$ cat src/pkg/scis_pkg.sv
// shared constants for the channel interrupt service block
package scis_pkg;
	// interrupt type bit positions, highest priority in the top bit
	localparam int TYPE_W      = 6;
	localparam int T_RX_STAT   = 5;
	localparam int T_RX_DATA   = 4;
	localparam int T_TX_STAT   = 3;
	localparam int T_TX_DATA   = 2;
	localparam int T_IO_PIN    = 1;
	localparam int T_MISC      = 0;

	// chain control register fields
	localparam int CC_SEL_LSB  = 0;
	localparam int CC_OP_LSB   = 6;
	localparam int CC_US_LSB   = 8;
	localparam int CC_UOP_LSB  = 14;
	localparam logic [1:0] OP_CLR_BOTH = 2'h1;
	localparam logic [1:0] OP_CLR      = 2'h2;
	localparam logic [1:0] OP_SET      = 2'h3;

	// channel command register command field
	localparam int CMD_LSB     = 11;
	localparam int CMD_W       = 5;
	localparam logic [4:0] CMD_RST_HIGH_US = 5'h02;
	localparam logic [4:0] CMD_PURGE_RX    = 5'h08;

	// status byte and split of the misc status byte
	localparam int STAT_W      = 8;
	localparam int IOP_W       = 4;

	// receive side fields
	localparam int LVL_LSB     = 8;
	localparam int LVL_W       = 5;
	localparam int FILL_LSB    = 8;
	localparam int RDF_LSB     = 8;
	localparam int EOF_BIT     = 8;
	localparam int CHAR_W      = 8;
	localparam int RX_DEPTH    = 32;
	localparam logic [4:0] MIN_LVL_WIDE = 5'h01;
endpackage

$ cat src/rtl/scis_channel.sv
// channel interrupt service: pending and under-service latches, status arming, receive queue
// What this block does
// - ack with chain enable high sets under-service of highest pending requesting type
// - pending bits read in chain control low byte; high byte write sets under-service
// - set under-service blocks requests of that type and all lower types
// - writing ones to rx/tx status low byte clears those latched bits
// - writing ones to misc status low byte clears those bits, armed or not
// - arm bits gate status sources; zero disarms; re-arming a set bit interrupts again
// - frame mode raises receive-data interrupt at frame end and at fill level
// - receive interrupt control register reads back current queue fill level
// - on a 16-bit bus the least request level is code 01, two characters
// - wide read with oldest character ending a frame removes only that character
// - read status shows byte-end and boundary flags when read held frame end
// - purge command empties the receive queue
// - reset-highest command clears highest set under-service latch
// - pending op: 00 none, 01 clear both, 10 clear, 11 set on selected types
module scis_channel #(
	parameter int DEPTH = scis_pkg::RX_DEPTH
) (
	input  wire logic        i_sys_clk,
	input  wire logic        i_sys_rst,
	input  wire logic        i_int_ack_n,
	input  wire logic        i_chain_enable_in,
	input  wire logic        i_bus16,
	input  wire logic        i_frame_mode,
	input  wire logic [15:0] i_wdata,
	input  wire logic        i_chain_wr_lo,
	input  wire logic        i_chain_wr_hi,
	input  wire logic        i_rx_csr_wr_lo,
	input  wire logic        i_tx_csr_wr_lo,
	input  wire logic        i_misc_wr_lo,
	input  wire logic        i_rx_icr_wr_lo,
	input  wire logic        i_rx_icr_wr_hi,
	input  wire logic        i_tx_icr_wr_lo,
	input  wire logic        i_status_int_control_reg_wr_lo,
	input  wire logic        i_chan_cmd_wr,
	input  wire logic [7:0]  i_rx_status_set,
	input  wire logic [7:0]  i_tx_status_set,
	input  wire logic [7:0]  i_misc_status_set,
	input  wire logic        i_tx_data_req,
	input  wire logic        i_rx_char_valid,
	input  wire logic [7:0]  i_rx_char,
	input  wire logic        i_rx_char_eof,
	input  wire logic        i_rx_rd,
	input  wire logic        i_rx_rd_wide,
	output logic      [15:0] o_chain_control_reg,
	output logic      [15:0] o_rx_cmd_status_reg,
	output logic      [15:0] o_tx_cmd_status_reg,
	output logic      [15:0] o_misc_int_status_reg,
	output logic      [15:0] o_rx_int_control_reg,
	output logic      [15:0] o_rx_data_reg,
	output logic             o_int_req
);
	localparam int PW = $clog2(DEPTH);
	localparam int CW = PW + 1;
	localparam int EW = scis_pkg::CHAR_W + 1;

	logic [5:0]    pend;
	logic [5:0]    us;
	logic [5:0]    blocked;
	logic [5:0]    req_vec;
	logic [5:0]    hi_req;
	logic [5:0]    hi_us;
	logic [5:0]    hw_set;
	logic [5:0]    ack_set;
	logic [5:0]    sw_set_us;
	logic [5:0]    clr_us;
	logic [5:0]    clr_p;
	logic [5:0]    set_p;
	logic [2:0]    ack_sync;
	logic [2:0]    ien_sync;
	logic          ack_lvl;
	logic          ien_lvl;
	logic          ack_prev;
	logic          ack_edge;
	logic [7:0]    rx_stat;
	logic [7:0]    tx_stat;
	logic [7:0]    misc_stat;
	logic [7:0]    rx_arm;
	logic [7:0]    tx_arm;
	logic [7:0]    misc_arm;
	logic [3:0]    armed_prev;
	logic [3:0]    armed_now;
	logic          tx_req_prev;
	logic [4:0]    req_level;
	logic [EW-1:0] mem [DEPTH];
	logic [PW-1:0] wr_ptr;
	logic [PW-1:0] rd_ptr;
	logic [CW-1:0] count;
	logic [EW-1:0] old_ch;
	logic [EW-1:0] nxt_ch;
	logic          rd_ok;
	logic          pop2;
	logic          push;
	logic          purge;
	logic          rst_high;
	logic [CW-1:0] pop_n;
	logic [CW-1:0] thr;
	logic [4:0]    eff_lvl;
	logic          at_lvl;
	logic          at_lvl_prev;
	logic          first_be;
	logic          second_be;
	logic          bound;

	// pins from outside: three flops, change accepted when second and third agree
	always_ff @(posedge i_sys_clk) begin
		if (i_sys_rst) begin
			ack_sync <= 3'h7;
			ien_sync <= 3'h0;
			ack_lvl  <= 1'b1;
			ien_lvl  <= 1'b0;
			ack_prev <= 1'b1;
		end else begin
			ack_sync <= {ack_sync[1:0], i_int_ack_n};
			ien_sync <= {ien_sync[1:0], i_chain_enable_in};
			if (ack_sync[1] == ack_sync[2]) begin
				ack_lvl <= ack_sync[2];
			end
			if (ien_sync[1] == ien_sync[2]) begin
				ien_lvl <= ien_sync[2];
			end
			ack_prev <= ack_lvl;
		end
	end
	assign ack_edge = ack_prev & ~ack_lvl; // falling edge starts an acknowledge

	// per-type priority: blocking mask and highest-one selects
	genvar gi;
	generate
		for (gi = 0; gi < scis_pkg::TYPE_W; gi++) begin : g_prio
			assign blocked[gi] = |us[5:gi];
			assign hi_req[gi]  = req_vec[gi] & ~|(req_vec >> (gi + 1));
			assign hi_us[gi]   = us[gi] & ~|(us >> (gi + 1));
		end
	endgenerate
	assign req_vec = pend & ~blocked;

	// software and acknowledge terms on the two latch sets
	assign rst_high  = i_chan_cmd_wr &&
		(i_wdata[scis_pkg::CMD_LSB +: scis_pkg::CMD_W] == scis_pkg::CMD_RST_HIGH_US);
	assign purge     = i_chan_cmd_wr &&
		(i_wdata[scis_pkg::CMD_LSB +: scis_pkg::CMD_W] == scis_pkg::CMD_PURGE_RX);
	assign ack_set   = (ack_edge && ien_lvl && o_int_req) ? hi_req : 6'h00;
	assign sw_set_us = (i_chain_wr_hi && i_wdata[scis_pkg::CC_UOP_LSB +: 2] == scis_pkg::OP_SET)
		? i_wdata[scis_pkg::CC_US_LSB +: 6] : 6'h00;
	assign clr_us    = ((i_chain_wr_hi && i_wdata[scis_pkg::CC_UOP_LSB +: 2] == scis_pkg::OP_CLR)
		? i_wdata[scis_pkg::CC_US_LSB +: 6] : 6'h00)
		| ((i_chain_wr_lo && i_wdata[scis_pkg::CC_OP_LSB +: 2] == scis_pkg::OP_CLR_BOTH)
		? i_wdata[scis_pkg::CC_SEL_LSB +: 6] : 6'h00)
		| (rst_high ? hi_us : 6'h00);
	assign clr_p     = (i_chain_wr_lo && (i_wdata[scis_pkg::CC_OP_LSB +: 2] == scis_pkg::OP_CLR
		|| i_wdata[scis_pkg::CC_OP_LSB +: 2] == scis_pkg::OP_CLR_BOTH))
		? i_wdata[scis_pkg::CC_SEL_LSB +: 6] : 6'h00;
	assign set_p     = (i_chain_wr_lo && i_wdata[scis_pkg::CC_OP_LSB +: 2] == scis_pkg::OP_SET)
		? i_wdata[scis_pkg::CC_SEL_LSB +: 6] : 6'h00;

	// latches: software clear beats software set, acknowledge and hardware sets win over clears
	always_ff @(posedge i_sys_clk) begin
		if (i_sys_rst) begin
			pend      <= 6'h00;
			us        <= 6'h00;
			o_int_req <= 1'b0;
		end else begin
			pend      <= (pend & ~clr_p) | set_p | hw_set;
			us        <= ((us | sw_set_us) & ~clr_us) | ack_set;
			o_int_req <= |req_vec;
		end
	end

	// latched status bytes, write ones to clear; a new event the same cycle stays set
	always_ff @(posedge i_sys_clk) begin
		if (i_sys_rst) begin
			rx_stat   <= 8'h00;
			tx_stat   <= 8'h00;
			misc_stat <= 8'h00;
		end else begin
			rx_stat   <= (rx_stat & ~(i_rx_csr_wr_lo ? i_wdata[7:0] : 8'h00))
				| i_rx_status_set;
			tx_stat   <= (tx_stat & ~(i_tx_csr_wr_lo ? i_wdata[7:0] : 8'h00))
				| i_tx_status_set;
			misc_stat <= (misc_stat & ~(i_misc_wr_lo ? i_wdata[7:0] : 8'h00))
				| i_misc_status_set;
		end
	end

	// arm bytes and receive request level
	always_ff @(posedge i_sys_clk) begin
		if (i_sys_rst) begin
			rx_arm    <= 8'h00;
			tx_arm    <= 8'h00;
			misc_arm  <= 8'h00;
			req_level <= 5'h00;
		end else begin
			if (i_rx_icr_wr_lo) begin
				rx_arm <= i_wdata[7:0];
			end
			if (i_tx_icr_wr_lo) begin
				tx_arm <= i_wdata[7:0];
			end
			if (i_status_int_control_reg_wr_lo) begin
				misc_arm <= i_wdata[7:0];
			end
			if (i_rx_icr_wr_hi) begin
				req_level <= i_wdata[scis_pkg::LVL_LSB +: scis_pkg::LVL_W];
			end
		end
	end

	// a rising armed term raises pending, so disarm then re-arm retriggers a set bit
	assign armed_now = {|(rx_stat & rx_arm), |(tx_stat & tx_arm),
		|(misc_stat[scis_pkg::IOP_W-1:0] & misc_arm[scis_pkg::IOP_W-1:0]),
		|(misc_stat[7:scis_pkg::IOP_W] & misc_arm[7:scis_pkg::IOP_W])};
	always_ff @(posedge i_sys_clk) begin
		if (i_sys_rst) begin
			armed_prev  <= 4'h0;
			tx_req_prev <= 1'b0;
			at_lvl_prev <= 1'b0;
		end else begin
			armed_prev  <= armed_now;
			tx_req_prev <= i_tx_data_req;
			at_lvl_prev <= at_lvl;
		end
	end
	always_comb begin
		hw_set = 6'h00;
		hw_set[scis_pkg::T_RX_STAT] = armed_now[3] & ~armed_prev[3];
		hw_set[scis_pkg::T_TX_STAT] = armed_now[2] & ~armed_prev[2];
		hw_set[scis_pkg::T_IO_PIN]  = armed_now[1] & ~armed_prev[1];
		hw_set[scis_pkg::T_MISC]    = armed_now[0] & ~armed_prev[0];
		hw_set[scis_pkg::T_TX_DATA] = i_tx_data_req & ~tx_req_prev;
		hw_set[scis_pkg::T_RX_DATA] = (at_lvl & ~at_lvl_prev)
			| (i_frame_mode & push & i_rx_char_eof);
	end

	// request threshold: code n means n+1 characters; wide bus floors the code at 01
	assign eff_lvl = (i_bus16 && req_level < scis_pkg::MIN_LVL_WIDE)
		? scis_pkg::MIN_LVL_WIDE : req_level;
	assign thr     = CW'(eff_lvl) + CW'(1);
	assign at_lvl  = (count >= thr);

	// receive queue pop: a frame-end oldest character always leaves alone
	assign old_ch = mem[rd_ptr];
	assign nxt_ch = mem[rd_ptr + PW'(1)];
	assign rd_ok  = i_rx_rd && (count != '0);
	assign pop2   = rd_ok && i_rx_rd_wide && i_bus16 && !old_ch[scis_pkg::EOF_BIT]
		&& (count >= CW'(2));
	assign pop_n  = rd_ok ? (pop2 ? CW'(2) : CW'(1)) : '0;
	assign push   = i_rx_char_valid && (count < CW'(DEPTH)) && !purge; // full queue drops

	// queue storage, written only, never reset
	always_ff @(posedge i_sys_clk) begin
		if (push) begin
			mem[wr_ptr] <= {i_rx_char_eof, i_rx_char};
		end
	end

	// queue pointers and fill count
	always_ff @(posedge i_sys_clk) begin
		if (i_sys_rst) begin
			wr_ptr <= '0;
			rd_ptr <= '0;
			count  <= '0;
		end else if (purge) begin
			rd_ptr <= wr_ptr;
			count  <= '0;
		end else begin
			wr_ptr <= wr_ptr + PW'(push);
			rd_ptr <= rd_ptr + pop_n[PW-1:0];
			count  <= count + CW'(push) - pop_n;
		end
	end

	// read data and byte-end flags, held until the next read
	always_ff @(posedge i_sys_clk) begin
		if (i_sys_rst) begin
			o_rx_data_reg <= 16'h0000;
			first_be      <= 1'b0;
			second_be     <= 1'b0;
			bound         <= 1'b0;
		end else if (rd_ok) begin
			o_rx_data_reg <= {pop2 ? nxt_ch[7:0] : 8'h00, old_ch[7:0]};
			first_be      <= !pop2 && old_ch[scis_pkg::EOF_BIT];
			second_be     <= pop2 && nxt_ch[scis_pkg::EOF_BIT];
			bound         <= pop2 ? nxt_ch[scis_pkg::EOF_BIT]
				: old_ch[scis_pkg::EOF_BIT];
		end
	end

	// read views; upper bits not listed read zero
	assign o_chain_control_reg   = {2'h0, us, 2'h0, pend};
	assign o_rx_cmd_status_reg   = {5'h00, bound, second_be, first_be, rx_stat};
	assign o_tx_cmd_status_reg   = {8'h00, tx_stat};
	assign o_misc_int_status_reg = {8'h00, misc_stat};
	assign o_rx_int_control_reg  = {{(8 - CW){1'b0}}, count, rx_arm};

	property p_ack_sets;
		@(posedge i_sys_clk) disable iff (i_sys_rst)
		(ack_edge && ien_lvl && o_int_req) |=> ((us & $past(hi_req)) == $past(hi_req));
	endproperty
	a_ack_sets: assert property (p_ack_sets) else $error("ack did not set under-service");

	property p_block;
		@(posedge i_sys_clk) disable iff (i_sys_rst)
		(pend == (pend & blocked)) |=> !o_int_req;
	endproperty
	a_block: assert property (p_block) else $error("request while all pending blocked");

	property p_w1c;
		@(posedge i_sys_clk) disable iff (i_sys_rst)
		(i_rx_csr_wr_lo && i_rx_status_set == 8'h00)
			|=> ((rx_stat & $past(i_wdata[7:0])) == 8'h00);
	endproperty
	a_w1c: assert property (p_w1c) else $error("status bit survived write of one");

	property p_misc_w1c;
		@(posedge i_sys_clk) disable iff (i_sys_rst)
		(i_misc_wr_lo && i_misc_status_set == 8'h00)
			|=> ((misc_stat & $past(i_wdata[7:0])) == 8'h00);
	endproperty
	a_misc_w1c: assert property (p_misc_w1c) else $error("misc bit survived write");

	property p_rearm;
		@(posedge i_sys_clk) disable iff (i_sys_rst)
		(rx_arm == 8'h00 && i_rx_icr_wr_lo && (rx_stat & i_wdata[7:0]) != 8'h00)
			|=> ##1 pend[scis_pkg::T_RX_STAT];
	endproperty
	a_rearm: assert property (p_rearm) else $error("re-arm gave no status interrupt");

	property p_frame_end;
		@(posedge i_sys_clk) disable iff (i_sys_rst)
		(i_frame_mode && push && i_rx_char_eof) |=> pend[scis_pkg::T_RX_DATA];
	endproperty
	a_frame_end: assert property (p_frame_end) else $error("frame end raised no rx data");

	property p_lone_pop;
		@(posedge i_sys_clk) disable iff (i_sys_rst)
		(rd_ok && !purge && !push && old_ch[scis_pkg::EOF_BIT])
			|=> (count == $past(count) - CW'(1));
	endproperty
	a_lone_pop: assert property (p_lone_pop) else $error("frame end popped with partner");

	property p_purge;
		@(posedge i_sys_clk) disable iff (i_sys_rst)
		purge |=> (count == '0) && (o_rx_int_control_reg[scis_pkg::FILL_LSB +: CW] == '0);
	endproperty
	a_purge: assert property (p_purge) else $error("purge left characters");

	property p_rst_high;
		@(posedge i_sys_clk) disable iff (i_sys_rst)
		(rst_high && us != 6'h00 && ack_set == 6'h00 && !i_chain_wr_hi)
			|=> ((us & $past(hi_us)) == 6'h00);
	endproperty
	a_rst_high: assert property (p_rst_high) else $error("highest under-service not cleared");

	property p_set_pend;
		@(posedge i_sys_clk) disable iff (i_sys_rst)
		(i_chain_wr_lo && i_wdata[scis_pkg::CC_OP_LSB +: 2] == scis_pkg::OP_SET)
			|=> ((pend & $past(i_wdata[5:0])) == $past(i_wdata[5:0]));
	endproperty
	a_set_pend: assert property (p_set_pend) else $error("pending set op failed");
endmodule

$ cat config.mk
export PLATFORM = sky130hd
export DESIGN_NAME = scis_channel
export DESIGN_NICKNAME = d
export VERILOG_FILES = /design/src/pkg/scis_pkg.sv /design/src/rtl/scis_channel.sv
export SDC_FILE = /design/constraint.sdc
export NUM_CORES = 1
export LEC_CHECK = 0
export BUFFER_PORTS_ARGS = -buffer_cell sky130_fd_sc_hd__buf_2
export CAP_MARGIN = 20
export CELL_PAD_IN_SITES_DETAIL_PLACEMENT = 1
export CELL_PAD_IN_SITES_GLOBAL_PLACEMENT = 2
export CORE_MARGIN = 5
export CORE_UTILIZATION = 40
export CTS_BUF_LIST = sky130_fd_sc_hd__clkbuf_4
export CTS_CLUSTER_DIAMETER = 200
export CTS_CLUSTER_SIZE = 16
export DETAILED_ROUTE_END_ITERATION = 7
export PLACE_DENSITY_LB_ADDON = 0.2
export RECOVER_POWER = 25
export SLEW_MARGIN = 20
export SYNTH_ARGS = -nofsm -noshare
export SYNTH_HDL_FRONTEND = slang
export SYNTH_SLANG_ARGS = --single-unit
$ cat constraint.sdc
create_clock -name i_sys_clk -period 3.2 [get_ports i_sys_clk]
set_input_delay 0.64 -clock i_sys_clk [delete_from_list [all_inputs] [get_ports i_sys_clk]]
set_output_delay 0.64 -clock i_sys_clk [all_outputs]
set_load 0.005 [all_outputs]
Word-level counts from Yosys, hierarchy flattened --
Memories as Yosys holds them, arrays and structs flattened. A register that Yosys moved wholly into a read port is not among the register bits. Index checks and enable logic that the tools add are counted. W data, S select, Z words.
Word-level totals: register bits after elaboration 116, RAM bits 288, input bits 69, output and inout bits 97, word-level logic and storage cells 165, memories kept 1
Cells by class: $add $sub $neg 6, magnitude comparators 4, equal/unequal tests 9, muxes and demuxes 19, bitwise gates (word level) 52, reductions and logical operators 49
Memories:
- mem | depth 32, width 9, read ports 2, clocked after Yosys merged registers in 1, write ports 1, line scis_channel.sv:86 | logic [EW-1:0] mem [DEPTH];
Operators with widths (number):
- $mux W6 | 7
- $and A8 B8 Y8 | 5
- $or A6 B6 Y6 | 6
- $mux W8 | 4
- $not A8 Y8 | 3
- $or A8 B8 Y8 | 3
- $and A1 B1 Y1 | 19
- $logic_and A1 B1 Y1 | 19
- $and A6 B6 Y6 | 3
- $not A6 Y6 | 3
- $reduce_or A4 Y1 | 4
- $reduce_or A8 Y1 | 2
- $mux W5 | 3
- $logic_not A1 Y1 | 13
- $reduce_or A6 Y1 | 2
- $reduce_or A5 Y1 | 2
- $and A4 B4 Y4 | 2
- $eq A2 B2 Y1 const B | 4
- $not A1 Y1 | 7
- $add A5 B1 Y6 const B | 1
- $add A6 B1 Y6 | 1
- $ge A6 B2 Y1 const B | 1
- $ge A6 B6 Y1 | 1
- $lt A6 B6 Y1 const B | 1
- other kinds (16) | 23

Longest topological paths before layout --
Gate-level depths: netlist of the first run.
word-level depth 11, depth in mapped cells 19, mapped depth without buffers 16

Least setup slack after synthesis of the first run --
No wires, ideal clock.
path kind reg2reg, start reg, netlist name rd_ptr[0], end reg count[4], setup time 70 ps, arrival 3246 ps, required time 3130 ps, setup slack -116 ps, stages on the path, launching flop included 18, buffers on the path 3, period minus slack after synthesis 3316 ps, path through dfxtp_1 -> buf_6 -> buf_6 -> mux2i_1 -> a22oi_1 -> a211oi_1 -> nor4_2 -> nor2_1 -> buf_2 -> nor2_1 -> ha_1 -> inv_1 -> ha_1 -> fa_1 -> a21oi_1 -> nor2_1 -> or3_1 -> a21oi_1
RTL lines:
- end signal: assignment | line scis_channel.sv:270 | count <= count + CW'(push) - pop_n;
- end: declaration | line scis_channel.sv:89 | logic [CW-1:0] count;

==> results of run 1 <==
## worst paths after layout
path                           from                endpoint
max            rd_ptr[0]$_SDFF_PP0_     count[4]$_SDFF_PP0_
min                   i_tx_data_req  tx_req_prev$_SDFF_PP0_
max reg2reg    rd_ptr[0]$_SDFF_PP0_     count[4]$_SDFF_PP0_
min reg2reg  ack_sync[0]$_SDFF_PP1_  ack_sync[1]$_SDFF_PP1_
## cells by family after synthesis
family          Yosys count
compound gates          150
xor+xnor                 14
fa+ha+maj                26
buf+inv                 140
flops                   404
mux                     253
other cells               1
simple gates            285
## metrics by stage
| stage | instance area [µm²] | hold WS (ns) | total power, W |
|---|---|---|---|
| 2_1_floorplan | 18970 | 0.3895 | 0.009731 |
| 3_5_place_dp | 20480 | 0.4031 | 0.01156 |
| 6_report | 21380 | 0.06269 | 0.01407 |
| 4_1_cts | 21240 | 0.0004867 | 0.01407 |
| 5_1_grt | 21380 | 0.01540 | 0.01484 |
| 3_3_place_gp | 20470 | 0.3957 | 0.01152 |
## critical path: stages (launching register included)
cell and delay (ns):
dfxtp_4 0.42, buf_6 0.14, buf_16 0.12, buf_4 0.13
mux2i_1 0.11, a22oi_1 0.18, a21oi_2 0.10, nor4_4 0.28
nor2_4 0.10, nor2_4 0.14, ha_4 0.15, inv_4 0.04
buf_6 0.11, fa_2 0.40, a21oi_2 0.16, nor2_2 0.06
or3_4 0.36, a21oi_2 0.11
## layer usage
layer	part of all wire, %	vias up
met3	5.7	56
met4	2.3	2
li1	-	5283
met2	49	316
met5	0.024	-
met1	43	6145
## area by class of cell
type	instances	area [µm²]
inverters	25	96.34
fillers	4728	25170
multi-input cells	755	7320
repair buffers	264	1827
flip-flops and latches	404	10980
clock buffers	50	375.4
well taps	607	759.5
clock inverters	2	23.77
diodes	1	2.502
## power by group through the flow
stage	registers (W)	logic, W	clock network (W)
floorplan	0.00607	0.00366	0
finish	0.00601	0.00572	0.00234
global placement	0.00612	0.00539	0
CTS	0.00601	0.00562	0.00245
global route	0.00604	0.00615	0.00265
detailed placement	0.00613	0.00543	0
## timing repair
| action | in CTS | in global routing |
|---|---|---|
| endpoints found under the setup margin | 2 | 5 |
| hold endpoints to repair | 25 | 0 |
| gates cloned | 1 | 1 |
| pin swaps | 3 | 20 |
| gates resized for setup | 9 | 23 |
| hold buffers | 25 | 0 |
| buffers inserted | 3 | 6 |
## cell usage after synthesis (all sizes together) (3+ instances only)
library cell / instances
a21oi: 57
nand4: 3
o21bai: 3
o2bb2ai: 3
clkbuf: 36
nand2: 77
dfxtp: 116
ha: 24
nand2b: 6
nor2: 136
mux4: 144
o31ai: 4
or3: 4
nor4: 3
or2: 5
nor2b: 9
o21ai: 13
mux2i: 109
a21o: 5
a32oi: 9
edfxtp: 288
a222oi: 10
a211oi: 12
xor2: 6
and2: 4
a31oi: 3
inv: 25
nand3: 20
xnor2: 8
nand3b: 7
buf: 79
a22oi: 25
==> out/results.tsv, run 1 <==
metric	value	unit
status	complete, but fails checks	
violated checks	max-capacitance violations, max-slew violations	
PwrDens	658.1	nW/µm²
number of synthesized flops with an enable pin	288	
cell depth of the worst hold path	2	
post-synthesis simple-gate area fraction	6.660	%
sequential share of the synthesized area	58.16	%
Final Max Slew Viols	198	
initial antenna violation count	2	
adder-cell share of the synthesized area	1.804	%
met1 Usage GRT	28.48	%
Post-Syn Area	18860	µm²
clock tree buffer depth	3	
crit path kind	reg -> reg	
worst-path maximum fanout	5	
Sw Ratio	33.36	%
CTS sink count	404	
ys flop type	edfxtp_1	
DR pass1 iterations	6	
GR peak layer	met2	
largest family of logic cells by synthesized area	multiplexers	
ys async rst share	0	%
max reg flops	288	
core area	46560	µm²
Reg2Reg Setup Slack	0.05	ns
H-tree levels	1	
Crit. End Element	register	
multiplexer share of the synthesized area	22.98	%
Static Leak	7.484	nW
post-DP HPWL	38270	µm
Psw	0.004695	W
Final Hold Fails	0	
Hold WC Path Type	in -> reg	
fin crit period	3.149	ns
max_cap viols	6	
non-filler cells, final	2108	
part of the power in registers	42.7	%
DR vias/cell	5.599	
Seq cells post-synth	404	
die height	227.2	µm
PortBufs	138	
top cells by area, synth	edfxtp_1, mux4_2, dfxtp_1, mux2i_1, nor2_1	
root buffer cell	clkbuf_4	
DIE WIDTH	227.2	µm
Clk pin slew, worst setup/hold paths	0.20	ns
most common cell after layout, fill and taps aside	edfxtp_1	
final worst setup slack	0.05096	ns
nets	1574	
IO Count	166	
Period Utilization, post-route	98.41	%
GRT overflow	0	
pre-CTS setup slack	-0.05859	ns
Worst EP required	3.97	ns
synthesized area per cell	14.82	µm²
Peak VDD IR	0.3571	mV
RSZ-0062 raised after global routing	yes	
compound-cell area share of the yosys netlist	5.346	%
most frequent cells in the layout	edfxtp_1, mux4_2, nor2_1	
Num CTS Buffers	29	
Worst-Skew Late Latency	0.85	ns
clock tree from TritonCTS	built	
r2r worst-path depth	17	
Synth Instances	1273	
Starting Density	40.52	%
Worst Max-Slew Pin Slew	1.632	ns
Final setup viols	0	
die footprint	51600	µm²
clock skew	0.06370	ns
xor-xnor portion of the synthesized cell area	0.7495	%
DR DRC count	0	
gr usage total	20.53	%
Ys Warns	0	
GR Layer Usage met2	34.51	%
ANT nets after route	0	
first-pass GRT wire length	79660	µm
routed via count	11802	
fraction of layout cells with a size suffix above 1	31.13	%
largest net degree at the start of global routing	56	
vias in the first global route	12258	
# rows	79	
routed wire length	54340	µm
GP Congestion	0.8462	
cell taking the most area after synthesis	edfxtp_1	
setup TNS	0	ns
clock power share	16.6	%
Rel. slew slack	-8.781	%
Logic pwr share	40.7	%
WL/cell	25.78	µm
fmax	317.6	MHz
1st-iter DRT viols	792	
Critical Path AT	3.91	ns
Synth cell types	57	
top-area cell type share of the netlist area	45.85	%
Int Power	0.009378	W
fin util	45.93	%
area grow syn2layout	13.36	%
type of origin of the critical path	register	
Cell Count Post-Placement	2021	
met3 usage	3.456	%
Note: power is estimated with default switching activity, not from simulation.
==> run 2: changes to the inputs <==
--- a/config.mk
+++ b/config.mk
@@ -15,8 +15,9 @@
 export CTS_CLUSTER_DIAMETER = 200
 export CTS_CLUSTER_SIZE = 16
 export DETAILED_ROUTE_END_ITERATION = 7
-export PLACE_DENSITY_LB_ADDON = 0.2
+export PLACE_DENSITY = 0.77
 export RECOVER_POWER = 25
+export REMOVE_ABC_BUFFERS = 1
 export SLEW_MARGIN = 20
 export SYNTH_ARGS = -nofsm -noshare
 export SYNTH_HDL_FRONTEND = slang
==> run 2 against run 1 <==
The flow finishes with violations (max-capacitance violations, max-slew violations, negative setup slack). Register-to-register slack got worse by 0.06 ns. Setup slack got worse by 0.064 ns. Combinational power fell by 4.5%. Sequential cell count did not move. First-iteration DRC count rose by 36%. Die area did not move. Wire length fell by 0.76%. Clock skew rose by 0.010 ns. Count of clock-buffer cells in the layout did not move. Highest routed layer unchanged.
==> out/results.tsv, run 2 (synthesized netlist as in run 1, its figures left out) <==
metric	value	unit	change
FF+latch area	10980	µm²	about the same
status	complete, but fails checks		
Worst-Skew Late Latency	0.85	ns	about the same
WL/cell	25.50	µm	-1.1%
Starting Density	40.52	%	unchanged
ANT nets after route	0		unchanged
die footprint	51600	µm²	unchanged
die height	227.2	µm	unchanged
nets	1579		+0.32%
max layer used	met5		
most frequent cells in the layout	edfxtp_1, mux4_2, nor2_1		
root buffer cell	clkbuf_4		
area grow syn2layout	13.40	%	about the same
Worst EP required	4.00	ns	+0.03 ns
CP dominant cell by count	nor2_1		
RSZ-0062 raised after global routing	yes		
clock tree from TritonCTS	built		
Static Leak	7.497	nW	+0.17%
Worst Max-Slew Pin Slew	1.508	ns	-0.1233 ns
CP max stage delay	0.43	ns	about the same
violated checks	max-capacitance violations, max-slew violations, negative setup slack		
Fillers	4685		-0.91%
# rows	79		unchanged
Num CTS Buffers	29		unchanged
PwrDens	645.6	nW/µm²	-1.9%
final worst setup slack	-0.01315	ns	-0.06411 ns
fraction of layout cells with a size suffix above 1	30.96	%	-0.17 points
M1 WL	22790	µm	-2.6%
GRT overflow	0		unchanged
area of the multi-input gates	7296	µm²	-0.32%
DIE WIDTH	227.2	µm	unchanged
max reg flops	288		unchanged
1st-iter DRT viols	1076		+36%
fin area	21390	µm²	about the same
vias in the first global route	12620		+3.0%
worst-path maximum fanout	8		+3
Rel. slew slack	-0.5594	%	+8.2 points
Hold WC Path Type	in -> reg		
fmax	311.2	MHz	-2.0%
most common cell after layout, fill and taps aside	edfxtp_1		
PortBufs	138		unchanged
fin crit period	3.213	ns	+0.06411 ns
Crit. End Element	register		
cells along the critical path	buf_12 -> mux2i_2 -> a22oi_2 -> a211oi_2 -> nor4_2 -> nor2_1 -> nor2_1 -> ha_2 -> inv_2 -> ha_4 -> fa_2 -> a21oi_2 -> nor2_1 -> or3_1 -> a21oi_1		
Clk pin slew, worst setup/hold paths	0.20	ns	about the same
setup TNS	-0.01315	ns	-0.01315 ns
IO Count	166		unchanged
Final setup viols	1		+1
non-filler cells, final	2115		+0.33%
Peak VDD IR	0.2624	mV	-26%
routed via count	11944		+1.2%
DR DRC count	0		unchanged
CTS sink count	404		unchanged
Period Utilization, post-route	100.4	%	+2.0 points
clock skew	0.07393	ns	+0.01022 ns
DR WL met2	26610	µm	about the same
Final Max Slew Viols	33		-83%
Cell Count Post-Placement	2020		-0.049%
Critical Path AT	4.02	ns	+0.11 ns
Final Hold Fails	0		unchanged
initial antenna violation count	5		+3
H-tree levels	1		unchanged
clock tree buffer depth	3		unchanged
post-DP HPWL	37460	µm	-2.1%
slowest CP cell	dfxtp_4		
area of placed instances	20490	µm²	about the same
routed wire length	53920	µm	-0.76%
GP Congestion	0.8265		-2.3%
first-pass GRT wire length	79750	µm	+0.11%
gr usage total	20.40	%	-0.13 points
max_cap viols	1		-5
DR pass1 iterations	6		unchanged
type of origin of the critical path	register		
met3 wire length	3301	µm	+7.5%
largest net degree at the start of global routing	64		+14%
crit path kind	reg -> reg		
core area	46560	µm²	unchanged
DR vias/cell	5.647		+0.87%
run 2: area by class of cell:
class	count	area share, %
multi-input combinational	755	34.11
antenna	3	0.03510
sequential	404	51.34
inverter	25	0.4387
clock inverter	2	0.09359
tap	607	3.551
clock buffer	50	1.755
timing repair buffer	269	8.680
run 2: layer usage:
| layer | GRT usage (%) | vias to the layer above |
|---|---|---|
| met1 | 28.05 | 6217 |
| met2 | 34.21 | 344 |
| li1 | - | 5302 |
| met5 | 0 | - |
| met4 | 4.861 | 2 |
| met3 | 3.533 | 79 |
run 2: metrics by stage:
step                setup WS [ns]  power, W  utilization, %  hold slack (ns)
floorplan                  -4.930  0.009816               -           0.3895
global placement          0.08062   0.01125           44.01           0.3960
detailed placement        -0.1048   0.01139           44.01           0.4010
CTS                       0.03349   0.01382           45.69          0.06077
global route              -0.1639   0.01450           45.94           0.1107
finish                   -0.01315   0.01381           45.95           0.1366
run 2: worst paths after layout:
path	from	end	slack, ns	depth (start not counted)
hold reg to reg	ack_sync[0]$_SDFF_PP1_	ack_sync[1]$_SDFF_PP1_	0.43	1
setup reg to reg	rd_ptr[0]$_SDFF_PP0_	count[4]$_SDFF_PP0_	-0.01	15
hold / removal	i_rx_icr_wr_hi	req_level[4]$_SDFFE_PP0P_	0.14	3
setup / recovery	rd_ptr[0]$_SDFF_PP0_	count[4]$_SDFF_PP0_	-0.01	15
run 2: worst max-delay path: cells and delay by family (launching register included):
kind | cells | cell delay (ns)
AOI/OAI and AO/OA | 4 | 0.66
buffers and inverters | 2 | 0.18
and+or+nand+nor | 5 | 0.79
adders and majority gates | 3 | 0.86
DFF | 1 | 0.43
muxes | 1 | 0.24
run 2: repair_timing:
item,in CTS,in global routing
setup buffers,5,3
hold endpoints to repair,33,0
pin swaps,3,24
hold buffers,32,0
gates resized for setup,4,22
gates cloned,0,1
setup endpoints to repair,2,3
run 2: report_power, final:
| group | switching (W) | internal (W) | total, W |
|---|---|---|---|
| Combinational | 0.00271 | 0.00275 | 0.00546 |
| Sequential | 0.000187 | 0.00583 | 0.00601 |
| Clock | 0.00163 | 0.000705 | 0.00234 |
